**src/hdl/scf_defines.vh**
```
`ifndef SCF_DEFINES_VH
`define SCF_DEFINES_VH
// register byte addresses
`define SCF_ADDR_CTRL     4'h0
`define SCF_ADDR_STATUS   4'h4
`define SCF_ADDR_MODE     4'h8
`define SCF_ADDR_IRQ_STAT 4'hC
`define SCF_ADDR_IRQ_MASK 5'h10
`define SCF_ADDR_TXDATA   5'h14
`define SCF_ADDR_RXDATA   5'h18
// control bit positions
`define SCF_CTRL_TIE  7
`define SCF_CTRL_RIE  6
`define SCF_CTRL_TE   5
`define SCF_CTRL_RE   4
`define SCF_CTRL_ADDR_WAIT_IRQ_EN 3
`define SCF_CTRL_TX_DONE_IRQ_EN 2
// status bit positions
`define SCF_ST_TX_HOLDING_EMPTY 7
`define SCF_ST_RX_HOLDING_FULL 6
`define SCF_ST_PER  3
`define SCF_ST_TX_DONE_FLAG 2
`define SCF_ST_MPB  1
// mode register fields
`define SCF_MODE_SYNC 7
`define SCF_MODE_PEN  5
`define SCF_MODE_ODD  4
`define SCF_MODE_MP   2
// reset values
`define SCF_CTRL_RST   8'h00
`define SCF_STATUS_RST 8'h84
`define SCF_MODE_RST   8'h00
// interrupt status bits
`define SCF_IRQ_TXE  0
`define SCF_IRQ_TXD  1
`define SCF_IRQ_RXF  2
`define SCF_IRQ_PER  3
`define SCF_IRQ_W    4
// baud prescale taps
`define SCF_DIV4  2'h3
`define SCF_DIV16 4'hF
`define SCF_DIV64 6'h3F
`endif

```
**src/hdl/scf_serial_ctrl_status_flags.v**
```verilog
`timescale 1ns/10ps
// Contract
// - the control register clears to zero on reset, standby and module stop.
// - a build option keeps the control register through soft standby and module stop.
// - the cpu can read and write the control register at any time.
// - a holding-to-shift move sets holding-empty and, with bit 7 set, the empty request.
// - the empty request drops on read-1-then-write-0 of holding-empty or on enable clear.
// - async reception with parity sets the parity error flag on mismatch.
// - the parity error flag clears only by writing 0 after reading 1, resets to 0.
// - clearing receive enable leaves the parity error flag as it is.
// - on parity error the byte still loads the rx holding register without setting full.
// - while parity error is set reception stops, and in sync mode transmission too.
// - the transmit-end flag is read-only and resets to 1.
// - transmit-end sets when transmit is off or holding is empty at the last bit.
// - transmit-end clears on the holding-empty clear or on a dma write of the data.
// - the multiprocessor bit stores the last received address bit, reset 0.
// - clearing receive enable in mp format keeps the multiprocessor bit.
// - baud source select 00,01,10,11 gives clock, /4, /16, /64.
`include "scf_defines.vh"
module scf_serial_ctrl_status_flags #(
  parameter KEEP_IN_STANDBY = 1'b0
) (
  input  wire        sys_clk,
  input  wire        rst,
  input  wire        hsel,
  input  wire [31:0] haddr,
  input  wire [1:0]  htrans,
  input  wire        hwrite,
  input  wire [2:0]  hsize,
  input  wire [31:0] hwdata,
  input  wire        hready,
  output wire        hreadyout,
  output wire        hresp,
  output reg  [31:0] hrdata,
  input  wire        hwStandby,
  input  wire        swStandby,
  input  wire        moduleStop,
  input  wire        txLoad,
  input  wire        txLastBit,
  input  wire        rxDone,
  input  wire [7:0]  rxByte,
  input  wire        rxParityBit,
  input  wire        rxMpBit,
  input  wire        dmaTxWrite,
  input  wire [7:0]  dmaTxData,
  output wire        txEmptyIrq,
  output wire        rxRun,
  output wire        txRun,
  output wire        baudTick,
  output wire [7:0]  txHoldingReg,
  output wire        irq
);
  reg [7:0] ctrlQ;
  reg [7:0] modeQ;
  reg [7:0] txDataQ;
  reg [7:0] rxDataQ;
  reg       tdreQ;
  reg       rdrfQ;
  reg       perQ;
  reg       tendQ;
  reg       mpbQ;
  reg [2:0] readOneQ;
  reg [`SCF_IRQ_W-1:0] irqStatQ;
  reg [`SCF_IRQ_W-1:0] irqMaskQ;
  reg [5:0] preQ;
  reg       aphWrQ;
  reg       aphRdQ;
  reg [4:0] aphAddrQ;
  wire      aphValid;
  wire      wrCtrl;
  wire      wrStat;
  wire      wrMode;
  wire      wrIrqS;
  wire      wrIrqM;
  wire      wrTx;
  wire      rdStat;
  wire [7:0] statusVal;
  wire      parityBad;
  wire      tdreClr;
  wire      perClr;
  wire      rdrfClr;
  wire      ctrlClear;
  wire [`SCF_IRQ_W-1:0] irqEvents;

  // ahb-lite slave: zero wait state, always okay
  assign hreadyout = 1'b1;
  assign hresp     = 1'b0;
  assign aphValid  = hsel & hready & htrans[1];

  // latch address phase for the data phase
  always @(posedge sys_clk) begin
    if (rst) begin
      aphWrQ   <= 1'b0;
      aphRdQ   <= 1'b0;
      aphAddrQ <= 5'h00;
    end else begin
      aphWrQ   <= aphValid & hwrite;
      aphRdQ   <= aphValid & ~hwrite;
      aphAddrQ <= haddr[4:0];
    end
  end

  assign wrCtrl = aphWrQ & (aphAddrQ == {1'b0, `SCF_ADDR_CTRL});
  assign wrStat = aphWrQ & (aphAddrQ == {1'b0, `SCF_ADDR_STATUS});
  assign wrMode = aphWrQ & (aphAddrQ == {1'b0, `SCF_ADDR_MODE});
  assign wrIrqS = aphWrQ & (aphAddrQ == {1'b0, `SCF_ADDR_IRQ_STAT});
  assign wrIrqM = aphWrQ & (aphAddrQ == `SCF_ADDR_IRQ_MASK);
  assign wrTx   = aphWrQ & (aphAddrQ == `SCF_ADDR_TXDATA);
  assign rdStat = aphValid & ~hwrite & (haddr[4:0] == {1'b0, `SCF_ADDR_STATUS});

  assign statusVal = {tdreQ, rdrfQ, 2'b00, perQ, tendQ, mpbQ, 1'b0};

  // read data: sampled in address phase, presented in data phase
  always @(posedge sys_clk) begin
    if (rst) begin
      hrdata <= 32'h00000000;
    end else if (aphValid & ~hwrite) begin
      case (haddr[4:0])
        {1'b0, `SCF_ADDR_CTRL}:     hrdata <= {24'h000000, ctrlQ};
        {1'b0, `SCF_ADDR_STATUS}:   hrdata <= {24'h000000, statusVal};
        {1'b0, `SCF_ADDR_MODE}:     hrdata <= {24'h000000, modeQ};
        {1'b0, `SCF_ADDR_IRQ_STAT}: hrdata <= {28'h0000000, irqStatQ};
        `SCF_ADDR_IRQ_MASK:         hrdata <= {28'h0000000, irqMaskQ};
        `SCF_ADDR_TXDATA:           hrdata <= {24'h000000, txDataQ};
        `SCF_ADDR_RXDATA:           hrdata <= {24'h000000, rxDataQ};
        default:                    hrdata <= 32'h00000000;
      endcase
    end
  end

  // control clears on hardware standby, and on soft standby/stop unless the keep option is built
  assign ctrlClear = hwStandby |
                     (~KEEP_IN_STANDBY & (swStandby | moduleStop));

  // control and mode registers
  always @(posedge sys_clk) begin
    if (rst | ctrlClear) begin
      ctrlQ <= `SCF_CTRL_RST;
    end else if (wrCtrl) begin
      ctrlQ <= hwdata[7:0];
    end
  end

  always @(posedge sys_clk) begin
    if (rst) begin
      modeQ <= `SCF_MODE_RST;
    end else if (wrMode) begin
      modeQ <= hwdata[7:0];
    end
  end

  // clear requests need a prior read of 1 and a written 0
  assign tdreClr = wrStat & readOneQ[0] & ~hwdata[`SCF_ST_TX_HOLDING_EMPTY];
  assign rdrfClr = wrStat & readOneQ[1] & ~hwdata[`SCF_ST_RX_HOLDING_FULL];
  assign perClr  = wrStat & readOneQ[2] & ~hwdata[`SCF_ST_PER];

  // read-as-one records, dropped once the write is seen
  always @(posedge sys_clk) begin
    if (rst) begin
      readOneQ <= 3'b000;
    end else if (rdStat) begin
      readOneQ <= {perQ, rdrfQ, tdreQ};
    end else if (wrStat) begin
      readOneQ <= 3'b000;
    end
  end

  // parity over data plus parity bit versus odd/even select
  assign parityBad = modeQ[`SCF_MODE_PEN] & ~modeQ[`SCF_MODE_SYNC] &
                     ((^rxByte ^ rxParityBit) != modeQ[`SCF_MODE_ODD]);

  // transmit data and holding-empty flag
  always @(posedge sys_clk) begin
    if (rst) begin
      txDataQ <= 8'h00;
      tdreQ   <= 1'b1;
    end else begin
      if (wrTx) begin
        txDataQ <= hwdata[7:0];
      end else if (dmaTxWrite) begin
        txDataQ <= dmaTxData;
      end
      if (txLoad) begin
        tdreQ <= 1'b1;
      end else if (tdreClr | dmaTxWrite) begin
        tdreQ <= 1'b0;
      end
    end
  end

  // transmit-end flag, hardware only
  always @(posedge sys_clk) begin
    if (rst) begin
      tendQ <= 1'b1;
    end else if (~ctrlQ[`SCF_CTRL_TE] | (txLastBit & tdreQ)) begin
      tendQ <= 1'b1;
    end else if (tdreClr | dmaTxWrite) begin
      tendQ <= 1'b0;
    end
  end

  // receive data, full, parity error and multiprocessor bit
  always @(posedge sys_clk) begin
    if (rst) begin
      rxDataQ <= 8'h00;
      rdrfQ   <= 1'b0;
      perQ    <= 1'b0;
      mpbQ    <= 1'b0;
    end else begin
      if (rxDone & rxRun) begin
        rxDataQ <= rxByte;
      end
      if (rxDone & rxRun & ~parityBad) begin
        rdrfQ <= 1'b1;
      end else if (rdrfClr) begin
        rdrfQ <= 1'b0;
      end
      // rx enable clear does not touch per or mpb
      if (rxDone & rxRun & parityBad) begin
        perQ <= 1'b1;
      end else if (perClr) begin
        perQ <= 1'b0;
      end
      if (rxDone & rxRun & modeQ[`SCF_MODE_MP] & ~modeQ[`SCF_MODE_SYNC]) begin
        mpbQ <= rxMpBit;
      end
    end
  end

  // receiver runs only while enabled and no parity error stands; transmitter stops on parity error only in sync mode
  assign rxRun = ctrlQ[`SCF_CTRL_RE] & ~perQ;
  assign txRun = ctrlQ[`SCF_CTRL_TE] &
                 ~(perQ & modeQ[`SCF_MODE_SYNC]);

  // empty request level follows flag and enable
  assign txEmptyIrq = tdreQ & ctrlQ[`SCF_CTRL_TIE];
  assign txHoldingReg = txDataQ;

  // baud source prescaler
  always @(posedge sys_clk) begin
    if (rst) begin
      preQ <= 6'h00;
    end else begin
      preQ <= preQ + 6'h01;
    end
  end

  assign baudTick = (modeQ[1:0] == 2'b00) ? 1'b1 :
                    (modeQ[1:0] == 2'b01) ? (preQ[1:0] == `SCF_DIV4) :
                    (modeQ[1:0] == 2'b10) ? (preQ[3:0] == `SCF_DIV16) :
                    (preQ == `SCF_DIV64);

  // sticky interrupt status, write one to clear, set wins
  assign irqEvents[`SCF_IRQ_TXE] = txLoad & ctrlQ[`SCF_CTRL_TIE];
  assign irqEvents[`SCF_IRQ_TXD] = txLastBit & tdreQ & ctrlQ[`SCF_CTRL_TX_DONE_IRQ_EN];
  assign irqEvents[`SCF_IRQ_RXF] = rxDone & rxRun & ~parityBad &
                                   ctrlQ[`SCF_CTRL_RIE];
  assign irqEvents[`SCF_IRQ_PER] = rxDone & rxRun & parityBad &
                                   ctrlQ[`SCF_CTRL_RIE];

  always @(posedge sys_clk) begin
    if (rst) begin
      irqStatQ <= 4'h0;
      irqMaskQ <= 4'h0;
    end else begin
      irqStatQ <= (irqStatQ & ~(wrIrqS ? hwdata[3:0] : 4'h0)) | irqEvents;
      if (wrIrqM) begin
        irqMaskQ <= hwdata[3:0];
      end
    end
  end

  assign irq = |(irqStatQ & irqMaskQ);
endmodule // scf_serial_ctrl_status_flags

```
**config.mk**
```make
export PLATFORM = sky130hd
export DESIGN_NAME = scf_serial_ctrl_status_flags
export DESIGN_NICKNAME = d
export VERILOG_FILES = /design/src/hdl/scf_serial_ctrl_status_flags.v
export VERILOG_INCLUDE_DIRS = /design/src /design/src/hdl
export SDC_FILE = /design/constraint.sdc
export NUM_CORES = 1
export LEC_CHECK = 0
export BUFFER_PORTS_ARGS = -buffer_cell sky130_fd_sc_hd__clkbuf_2
export CAP_MARGIN = 20
export CORE_UTILIZATION = 51
export DETAILED_ROUTE_END_ITERATION = 8
export PLACE_DENSITY = 0.94
export SETUP_SLACK_MARGIN = 0.02
export SYNTH_ARGS = -nofsm -noshare
export SYNTH_HDL_FRONTEND = slang
export SYNTH_SLANG_ARGS = --single-unit
export TNS_END_PERCENT = 30
```
**constraint.sdc**
```tcl
create_clock -name sys_clk -period 3.29 [get_ports sys_clk]
set_input_delay 0.1645 -clock sys_clk [delete_from_list [all_inputs] [get_ports sys_clk]]
set_output_delay 0.1645 -clock sys_clk [all_outputs]
set_load 0.02 [all_outputs]
```
# --- Yosys cells after proc, flatten, opt, wreduce, memory -nomap -nowiden ---
# Index checks and enable logic that the tools add are counted.
classes:
  n_addsub: 1
  n_eq_ne: 17
  muxes: 13
  bitwise: 52
  reduce_logical: 11
ops:
  columns: ["op", "n"]
  rows:
  - ["case mux 8 bit (7 select lines)", 1]
  - ["AND 1 bit", 33]
  - ["equality test 5 bit (second input constant)", 5]
  - ["equality test 5 x 4 -> 1 bit (second input constant)", 4]
  - ["two-way mux 8 bit", 2]
  - ["equality test 5 x 3 -> 1 bit (second input constant)", 2]
  - ["logical NOT 5 bit", 2]
  - ["inverter 1 bit", 9]
  - ["AND 4 bit", 2]
  - ["nonzero test 2 bit", 4]
  - ["parity 8 bit", 1]
  - ["two-way mux 1 bit", 7]
  - ["adder 6 x 1 -> 6 bit (second input constant)", 1]
  - ["equality test 6 bit (second input constant)", 1]
  - ["two-way mux 3 bit", 2]
  - ["bitwise OR 1 bit", 5]
  - ["equality test 2 bit (second input constant)", 2]
  - ["equality test 4 bit (second input constant)", 1]
  - ["two-way mux 4 bit", 1]
  - ["inverter 4 bit", 1]
  - ["bitwise OR 4 bit", 1]
  - ["OR reduction 2 bit", 2]
  - ["OR reduction 4 bit", 1]
  - ["equality test 2 x 1 -> 1 bit (second input constant)", 1]
  - ["other kinds (3)", 3]
word_totals:
  ff_bits: 92
  output_inout_bits: 47

# --- Logic depth before layout (Yosys ltp) ---
# Gate-level depths: netlist of run 1.
depth:
  depth_word: 8
  ltp_mapped: 7
  ltp_nobuf: 5

# --- Worst setup path before layout of run 1 ---
# No wires, ideal clock.
synth_path:
  kind: "register -> register"
  startpoint: "register ctrlQ[4]"
  endpoint: "register mpbQ"
  arrival_ns: 1.499
  required_time_ns: 3.162
  setup_slack_ns: 1.664
  path_stages_with_launch: 6
  path_buffers: 0
  period_less_slack_ns: 1.626
  path_cell_list: "dfxtp_1 > nor2b_1 > nand2_1 > nor3b_1 > mux2i_1 > nor2_1"
synth_via:
  elab_chain_len: 4
synth_lines:
  columns: ["item", "line_no", "rtl"]
  rows:
  - ["start, declared", "scf_serial_ctrl_status_flags.v:53", "reg [7:0] ctrlQ;"]
  - ["start signal, assigned", "scf_serial_ctrl_status_flags.v:138", "ctrlQ <= `SCF_CTRL_RST;"]
  - ["start signal, assigned", "scf_serial_ctrl_status_flags.v:140", "ctrlQ <= hwdata[7:0];"]
  - ["AND 1 bit", "scf_serial_ctrl_status_flags.v:231", "assign rxRun = ctrlQ[`SCF_CTRL_RE] & ~perQ;"]
  - ["named net rxRun", "scf_serial_ctrl_status_flags.v:47", "output wire rxRun,"]
  - ["AND 1 bit (3 in series)", "scf_serial_ctrl_status_flags.v:224", "if (rxDone & rxRun & modeQ[`SCF_MODE_MP] & ~modeQ[`SCF_MODE_SYNC]) begin"]
  - ["end signal, assigned", "scf_serial_ctrl_status_flags.v:225", "mpbQ <= rxMpBit;"]
  - ["end, declared", "scf_serial_ctrl_status_flags.v:61", "reg mpbQ;"]
# The timed path passes the listed nets, and every way through them passes these cells.
# A chain may end at the register's enable or synchronous reset.

# --- Worst setup path in the final report of run 1 ---
layout_path:
  startpoint: "register aphAddrQ[2]"
  endpoint: "register irqStatQ[3]"
layout_via:
  elab_chain_len: 6
layout_lines:
  columns: ["item", "line_no", "rtl"]
  rows:
  - ["start, declared", "scf_serial_ctrl_status_flags.v:68", "reg [4:0] aphAddrQ;"]
  - ["start signal, assigned", "scf_serial_ctrl_status_flags.v:99", "aphAddrQ <= haddr[4:0];"]
  - ["equality test 5 x 4 -> 1 bit", "scf_serial_ctrl_status_flags.v:106", "assign wrIrqS = aphWrQ & (aphAddrQ == {1'b0, `SCF_ADDR_IRQ_STAT});"]
  - ["AND 1 bit", "scf_serial_ctrl_status_flags.v:106", null]
  - ["two-way mux 4 bit", "scf_serial_ctrl_status_flags.v:266", "irqStatQ <= (irqStatQ & ~(wrIrqS ? hwdata[3:0] : 4'h0)) | irqEvents;"]
  - ["inverter 4 bit", "scf_serial_ctrl_status_flags.v:266", null]
  - ["AND 4 bit", "scf_serial_ctrl_status_flags.v:266", null]
  - ["bitwise OR 4 bit", "scf_serial_ctrl_status_flags.v:266", null]
  - ["end signal, assigned", "scf_serial_ctrl_status_flags.v:266", null]
  - ["end, declared", "scf_serial_ctrl_status_flags.v:63", "reg [`SCF_IRQ_W-1:0] irqStatQ;"]
# Every way passes these cells.

==> results of run 1 <==
==> routing by layer <==
| metal | global-route usage [%] | part of all wire, % | up-vias |
|---|---|---|---|
| met2 | 42.3 | 49 | 145 |
| met5 | 0 | 0 | - |
| met3 | 6.37 | 7.7 | 31 |
| met4 | 15.9 | 4.1 | 0 |
| li1 | - | - | 1349 |
| met1 | 29.3 | 39 | 1322 |
==> power by group through the flow <==
stage	clock network, uW	logic, uW	registers [uW]
after detailed placement	0	173	867
after global routing	799	191	850
final	759	176	849
after CTS	757	174	849
after global placement	0	168	867
after floorplan	0	133	872
==> per-stage QoR <==
| step | area, um^2 | hold slack [ns] |
|---|---|---|
| 2_1_floorplan | 3400 | 0.259 |
| 3_3_place_gp | 3550 | 0.376 |
| 3_5_place_dp | 3550 | 0.377 |
| 4_1_cts | 3770 | 0.0132 |
| 5_1_grt | 3770 | 0.0233 |
| 6_report | 3770 | 0.0264 |
==> cell families (layout without fill, tap and decap cells) <==
kind of cell,Yosys count,count (layout),synth area share (%)
muxes,44,44,13.5
and+or+nand+nor,130,130,19.3
adders and majority gates,1,1,0.377
AOI/OAI and AO/OA,60,60,13.2
other,2,26,0.227
buffers and inverters,48,85,8.76
DFF,68,68,41.1
xor gates and xnor gates,12,12,3.59
==> cells in the mapped netlist, types with 2 or more instances <==
master / n
and2_1: 3
nand3b_1: 4
a221o_1: 3
clkbuf_1: 11
inv_1: 4
buf_1: 2
a211oi_1: 8
mux2_2: 6
nor4b_1: 2
xnor2_1: 8
nand2_1: 33
nor2b_1: 7
buf_2: 4
o22ai_1: 4
nand4b_1: 2
o31ai_1: 2
mux2i_1: 38
a32oi_1: 2
or4_1: 2
nand3_1: 6
xor2_1: 3
buf_4: 26
or2_2: 2
a21oi_1: 13
o221ai_1: 2
nor3b_1: 3
nand2b_1: 4
conb_1: 2
nor2_1: 53
o21ai_0: 4
dfxtp_1: 68
a22oi_1: 16
nand4_1: 2
==> state kept, by name, summed over array words and instances, names as in the netlist, 3 cells and up <==
signal        cells
ctrlQ             8
hrdata            8
modeQ             8
rxDataQ           8
txHoldingReg      8
preQ              6
aphAddrQ          5
irqMaskQ          4
irqStatQ          4
readOneQ          3
==> critical path, cell delays in order (launching register included) <==
cell and delay [ns]:
dfxtp_1 0.42, inv_1 0.10, nor4_1 0.68, nand2_1 0.15, nand3b_1 0.15, o31ai_1 0.09
==> layout make-up <==
cell class,count,area [um^2],area share [%]
clock buffers,11,141,3.75
clock inverters,5,75.1,1.99
inverters,4,15.0,0.398
multi-input cells,273,1750,46.5
flip-flops and latches,68,1360,36.1
well taps,77,96.3,2.56
repair buffers,65,328,8.70
==> cells in the final DEF (no fill, tap or decap), types with 2 or more instances in the layout <==
| cell | Yosys | layout |
|---|---|---|
| a221o_1 | 3 | 3 |
| mux2i_1 | 38 | 38 |
| nand3b_1 | 4 | 4 |
| nand4_1 | 2 | 2 |
| clkbuf_8 | 0 | 10 |
| dfxtp_1 | 68 | 68 |
| nor2b_1 | 7 | 7 |
| conb_1 | 2 | 26 |
| xnor2_1 | 8 | 8 |
| a21oi_1 | 13 | 13 |
| mux2_2 | 6 | 6 |
| bufinv_16 | 0 | 2 |
| inv_1 | 4 | 4 |
| nand4b_1 | 2 | 2 |
| nor2_1 | 53 | 53 |
| nand2b_1 | 4 | 4 |
| nand3_1 | 6 | 6 |
| or4_1 | 2 | 2 |
| xor2_1 | 3 | 3 |
| a22oi_1 | 16 | 16 |
| nor4b_1 | 2 | 2 |
| nand2_1 | 33 | 33 |
| a211oi_1 | 8 | 8 |
| clkbuf_2 | 0 | 64 |
| nor3b_1 | 3 | 3 |
| or2_2 | 2 | 2 |
| a32oi_1 | 2 | 2 |
| o31ai_1 | 2 | 2 |
| o221ai_1 | 2 | 2 |
| and2_1 | 3 | 3 |
| o22ai_1 | 4 | 4 |
| o21ai_0 | 4 | 4 |
| clkinv_2 | 0 | 3 |
==> how the worst min path moves through the flow <==
stage | start | to | slack (ns) | cells past startpoint
global placement | txLoad | tdreQ | 0.38 | 2
finish | txLoad | tdreQ | 0.03 | 2
floorplan | txLoad | tdreQ | 0.26 | 1
detailed placement | txLoad | tdreQ | 0.38 | 2
CTS | txLoad | tdreQ | 0.01 | 2
global route | txLoad | tdreQ | 0.02 | 2
==> impl_metrics.py, run 1 <==
metrics = {
    "global_route": {
        "grt_pass1_vias": 2663,
        "groute.usage.overall_pct": 25.5,
        "grt_max_degree": 41,
        "globalRouteOverflowTotal": 0,
        "antenna_found_initial": 0,
        "grt_pass1_wl_um": 12600,
    },
    "finish": {
        "final_cells": 503,
        "fillers": 490,
        "final_util_pct": 59.7,
        "fin_nets": 521,
        "drive_gt1_share_pct": 21.6,
        "syn2layout_area_growth_pct": 13.7,
        "diodes": 0,
    },
    "clock_network": {
        "cts-root-buf": "clkbuf_8",
        "htreeDepth": 3,
        "clockBufferDepth": 2,
        "clk_latency_ns": 0.35,
        "path_clk_slew_ns": 0.08,
        "cts_tree": "yes",
        "post_cts_hold_buffer_count": 0,
        "cts_resized": 0,
        "cts_setup_buffers": 0,
        "cts_buffers": 9,
        "cts_num_sinks": 68,
    },
    "placed_design": {
        "place_inst": 487,
        "dp_slack_ns": 1.45,
        "portBuffers": 64,
        "gp_congestion": 0.862,
        "dp_hpwl_um": 5750,
    },
    "die": {
        "die_area_um2": 6830,
        "die_y_um": 82.6,
        "io_pins": 146,
        "initial_core_util_pct": 52.5,
        "core_region_area_um2": 6310,
        "std_cell_rows": 29,
        "die_w_um": 82.6,
    },
    "synth": {
        "yosysWarningCount": 0,
        "synth.largest_area_cell": "dfxtp_1",
        "async_flop_share_pct": 0,
        "netlist_top_cells_area": "dfxtp_1 41%, mux2i_1 11%, nor2_1 6.0%, buf_4 5.9%, nand2_1 3.7%",
        "yosysTopAreaCellShare_pct": 41.1,
        "synth_flop_cell": "dfxtp_1",
        "synth_edf_count": 0,
        "synth_area_um2": 3310,
        "seq_area_frac_synth_pct": 41.1,
        "synth_seq_cells": 68,
        "avgSynthCellArea_um2": 9.08,
        "synth_cells": 365,
        "synth.distinct_cells": 49,
    },
    "setup_path": {
        "r2r_slack_ns": 1.56,
        "crit_required_ns": 3.51,
        "critical_path.endpoint": "irqStatQ[3]",
        "worst-path-max-fanout": 4,
        "worst-setup-path-type": "reg2reg",
        "critPathLaunch": "aphAddrQ[2]",
        "regToRegEndpoint": "irqStatQ[3]",
        "r2r_start": "aphAddrQ[2]",
        "rr_worst_depth": 5,
        "critPathLaunchType": "flip-flop",
        "crit_arrival_ns": 1.95,
        "cp-end-kind": "flip-flop",
    },
    "sta": {
        "setup_ws_ns": 1.56,
        "setup_tns_ns": 0,
        "rsz0062_at_grt": "false",
        "fin_crit_sh_pct": 52.6,
        "worst_pin_slew_ns": 0.806,
        "fmax_mhz": 578,
        "relSlewSlack_pct": 45.8,
        "finClkSkew_ns": 0.0109,
        "timing.final.crit_period_ns": 1.73,
        "hold_viol": 0,
        "setup_viol": 0,
        "final_max_slew_viol_count": 0,
    },
    "power_and_ir_drop": {
        "p_comb_share_pct": 9.9,
        "pwr-share-clk_pct": 42.6,
        "p_sw_uw": 440,
        "p_sw_share_pct": 24.7,
        "ir_drop_v": 0.000354,
        "powerDensity_nw_per_um2": 473,
        "intPower_uw": 1340,
        "leakagePower_uw": 0.00156,
        "seqPwrFrac_pct": 47.6,
        "p_total_uw": 1780,
    },
    "route": {
        "drtIter0Drc": 296,
        "post_drt_wl_per_cell_um": 15.8,
        "final_antenna_net_count": 0,
        "totalWireLength_um": 7970,
        "drc": 0,
        "drtPass1Iterations": 4,
        "routed_via_density": 5.66,
        "via_count": 2847,
    },
    "flow_run": {
        "drv_cap": 0,
    },
    "hold_path": {
        "worstHoldPathType": "in2reg",
    },
    "outcome": {
        "status": "finished clean",
    },
}
Note: power is estimated with default switching activity, not from simulation.
==> run 2, diff against run 1 <==
--- a/config.mk
+++ b/config.mk
@@ -6,11 +6,12 @@
 export SDC_FILE = /design/constraint.sdc
 export NUM_CORES = 1
 export LEC_CHECK = 0
+export ABC_AREA = 1
 export BUFFER_PORTS_ARGS = -buffer_cell sky130_fd_sc_hd__clkbuf_2
 export CAP_MARGIN = 20
-export CORE_UTILIZATION = 51
+export CORE_UTILIZATION = 43
 export DETAILED_ROUTE_END_ITERATION = 8
-export PLACE_DENSITY = 0.94
+export PLACE_DENSITY = 0.85
 export SETUP_SLACK_MARGIN = 0.02
 export SYNTH_ARGS = -nofsm -noshare
 export SYNTH_HDL_FRONTEND = slang
==> constraint.sdc (replaced) <==
create_clock -name sys_clk -period 1.4 [get_ports sys_clk]
set_input_delay 0.07 -clock sys_clk [delete_from_list [all_inputs] [get_ports sys_clk]]
set_output_delay 0.07 -clock sys_clk [all_outputs]
set_load 0.02 [all_outputs]
==> run 2 against run 1 <==
  * The run now ends with negative setup slack left
  * Critical path depth did not move
  * Combinational power rose to 2.7 times the previous value
  * Worst hold slack got worse by 0.010 ns
  * Register-to-register slack got worse by 1.7 ns
  * Sequential cell count did not move
  * Die area rose by 20%
  * Core utilization fell by 1.5 points
  * Clock skew fell by 0.0047 ns
  * Design area rose by 14%
==> impl_metrics.py, run 2 <==
metrics = {
    "synth": {
        "synth_area_um2": 3380,
        "yosysWarningCount": 0,
        "synth_seq_cells": 68,
        "synth_cells": 470,
        "avgSynthCellArea_um2": 7.19,
        "synthMostInstantiatedCell": "nand2_1",
        "synth_flop_cell": "dfxtp_1",
        "yosysTopAreaCellShare_pct": 40.3,
        "synth.distinct_cells": 39,
        "netlist_top_cells_area": "dfxtp_1 40%, nand2_1 10%, a21oi_1 7.0%, inv_1 6.8%, o21ai_0 6.2%",
        "synth.largest_area_cell": "dfxtp_1",
        "synthTopCellsByCount": "90 x nand2_1, 68 x dfxtp_1, 61 x inv_1, 47 x a21oi_1, 42 x o21ai_0",
        "async_flop_share_pct": 0,
        "synth_edf_count": 0,
        "seq_area_frac_synth_pct": 40.3,
    },
    "route": {
        "via_count": 3489,
        "final_antenna_net_count": 0,
        "drc": 0,
        "post_drt_wl_per_cell_um": 14.7,
        "totalWireLength_um": 9840,
        "routed_via_density": 5.20,
        "drtPass1Iterations": 5,
        "drtIter0Drc": 327,
    },
    "finish": {
        "final_util_pct": 58.3,
        "mostFrequentLayoutCell": "nand2_1",
        "layout_common_cells": "86 x nand2_1, 63 x dfxtp_1, 63 x clkbuf_2",
        "fin_area_um2": 4320,
        "fin_nets": 667,
        "diodes": 0,
        "syn2layout_area_growth_pct": 27.8,
        "drive_gt1_share_pct": 26.9,
    },
    "sta": {
        "fin_crit_sh_pct": 108,
        "rsz0062_at_grt": "true",
        "hold_viol": 0,
        "timing.final.crit_period_ns": 1.51,
        "setup_viol": 2,
        "setup_tns_ns": -0.200,
        "finClkSkew_ns": 0.00619,
        "fmax_mhz": 663,
        "setup_ws_ns": -0.108,
        "final_max_slew_viol_count": 0,
    },
    "global_route": {
        "antenna_found_initial": 0,
        "grt_max_degree": 28,
        "grt_pass1_vias": 3229,
        "groute.usage.overall_pct": 23.8,
        "globalRouteOverflowTotal": 0,
        "grt_pass1_wl_um": 15300,
    },
    "hold_path": {
        "hp-start": "hready",
        "worstHoldPathType": "in2reg",
    },
    "clock_network": {
        "cts_num_sinks": 68,
        "path_clk_slew_ns": 0.08,
        "cts-root-buf": "clkbuf_8",
        "clk_latency_ns": 0.35,
        "htreeDepth": 3,
        "clockBufferDepth": 2,
        "cts_tree": "yes",
        "cts_buffers": 9,
    },
    "setup_path": {
        "worst-path-max-fanout": 2,
        "crit_arrival_ns": 1.44,
        "r2r_start": "preQ[0]",
        "worstPathCellList": "ha_4 > buf_4 > o21ai_2 > o221ai_4 > buf_8",
        "path_buf_inv": 2,
        "critPathLaunchType": "flip-flop",
        "cp-end-kind": "primary output",
        "slowest_delay_ns": 0.34,
        "crit_slowest_cell": "dfxtp_2",
        "critPathTopFamily": "flip-flops",
        "crit_required_ns": 1.33,
        "critPathLaunch": "preQ[1]",
        "worst-setup-path-type": "reg2out",
    },
    "power_and_ir_drop": {
        "leakagePower_uw": 0.00187,
        "p_total_uw": 4460,
        "ir_drop_v": 0.000540,
        "powerDensity_nw_per_um2": 1030,
    },
    "die": {
        "io_pins": 146,
        "initial_core_util_pct": 45.6,
        "core_region_area_um2": 7410,
        "die_y_um": 90.6,
        "die_w_um": 90.6,
        "std_cell_rows": 31,
        "die_area_um2": 8210,
    },
    "placed_design": {
        "place_area_um2": 3770,
        "dp_hpwl_um": 7120,
        "portBuffers": 64,
        "gp_congestion": 0.955,
    },
    "outcome": {
        "status": "complete, but fails checks",
        "violations": "negative setup slack",
    },
    "flow_run": {
        "drv_cap": 0,
    },
}
run 2: changes by cell type in the layout (fill, tap and decap cells not counted), moves of 8 or more:
cell	previous run	this run
o21ai_0	4	39
mux2i_1	38	0
inv_1	4	58
a21oi_1	13	46
nand3_1	6	20
o22ai_1	4	13
nand2_1	33	86
buf_4	1	22
inv_2	0	8
a22oi_1	16	0
nor2_1	53	29
run 2: power breakdown:
group / switching [uW] / total (uW) / internal [uW] / leakage [uW]
Sequential: 28.8 / 1990 / 1960 / 0.000553
Combinational: 311 / 469 / 158 / 0.00120
Clock: 771 / 2000 / 1230 / 0.000122
run 2: final cells by class:
cell class / instances / area [um^2]
clock buffers: 10 / 138
clock inverters: 6 / 111
fillers: 695 / 3090
inverters: 67 / 254
multi-input cells: 321 / 1690
flip-flops and latches: 68 / 1370
well taps: 99 / 124
repair buffers: 99 / 627
repair inverters: 1 / 5.00
run 2: worst register-to-register path, cell delays in order (launching register included):
cell and delay, ns:
dfxtp_2 0.36, ha_4 0.16, nand2_4 0.06, nor2_4 0.11, inv_2 0.07, buf_4 0.14, buf_6 0.11, buf_6 0.10
buf_6 0.10, buf_6 0.11, a21oi_2 0.13
run 2: timing repair:
action,CTS,global route
setup endpoints to repair,7,32
pin swaps,5,7
hold endpoints to repair,6,1
gates resized for setup,15,29
cloned,1,1
setup buffers,8,4
hold buffers,6,1
run 2: per-layer routing:
metal  track usage, %  vias up  routed length (um)
li1                 -     1692                   -
met3             4.04       13                 724
met2             41.1      164                4750
met4             6.85        0                  99
met5                0        -                   0
met1             30.3     1620                4260
run 2: through the flow:
| stage | setup WS [ns] | cells | hold slack [ns] |
|---|---|---|---|
| after floorplan | 0.0212 | 494 | 0.169 |
| after global placement | 0.0745 | 635 | 0.281 |
| after detailed placement | -0.0583 | 635 | 0.296 |
| after CTS | -0.158 | 666 | 0.000582 |
| after global routing | -0.167 | 671 | 0.0246 |
| final | -0.108 | 671 | 0.0161 |
run 2: path summary, 6_finish.rpt:
kind                                   end  slack, ns  cells after the start
worst max-delay path              baudTick      -0.11                      5
worst min-delay path                aphWrQ       0.02                      3
worst max register to register     preQ[4]      -0.09                     10
worst min register to register  rxDataQ[5]       0.46                      2
run 2: cells by family after synthesis:
family                     Yosys count  synth area share, %
AOI/OAI and AO/OA                  125                 21.4
xor gates and xnor gates             2                0.519
adders and majority gates            1                0.370
buffers and inverters              105                 15.2
DFF                                 68                 40.3
other                                2                0.222
and+or+nand+nor                    167                 22.0
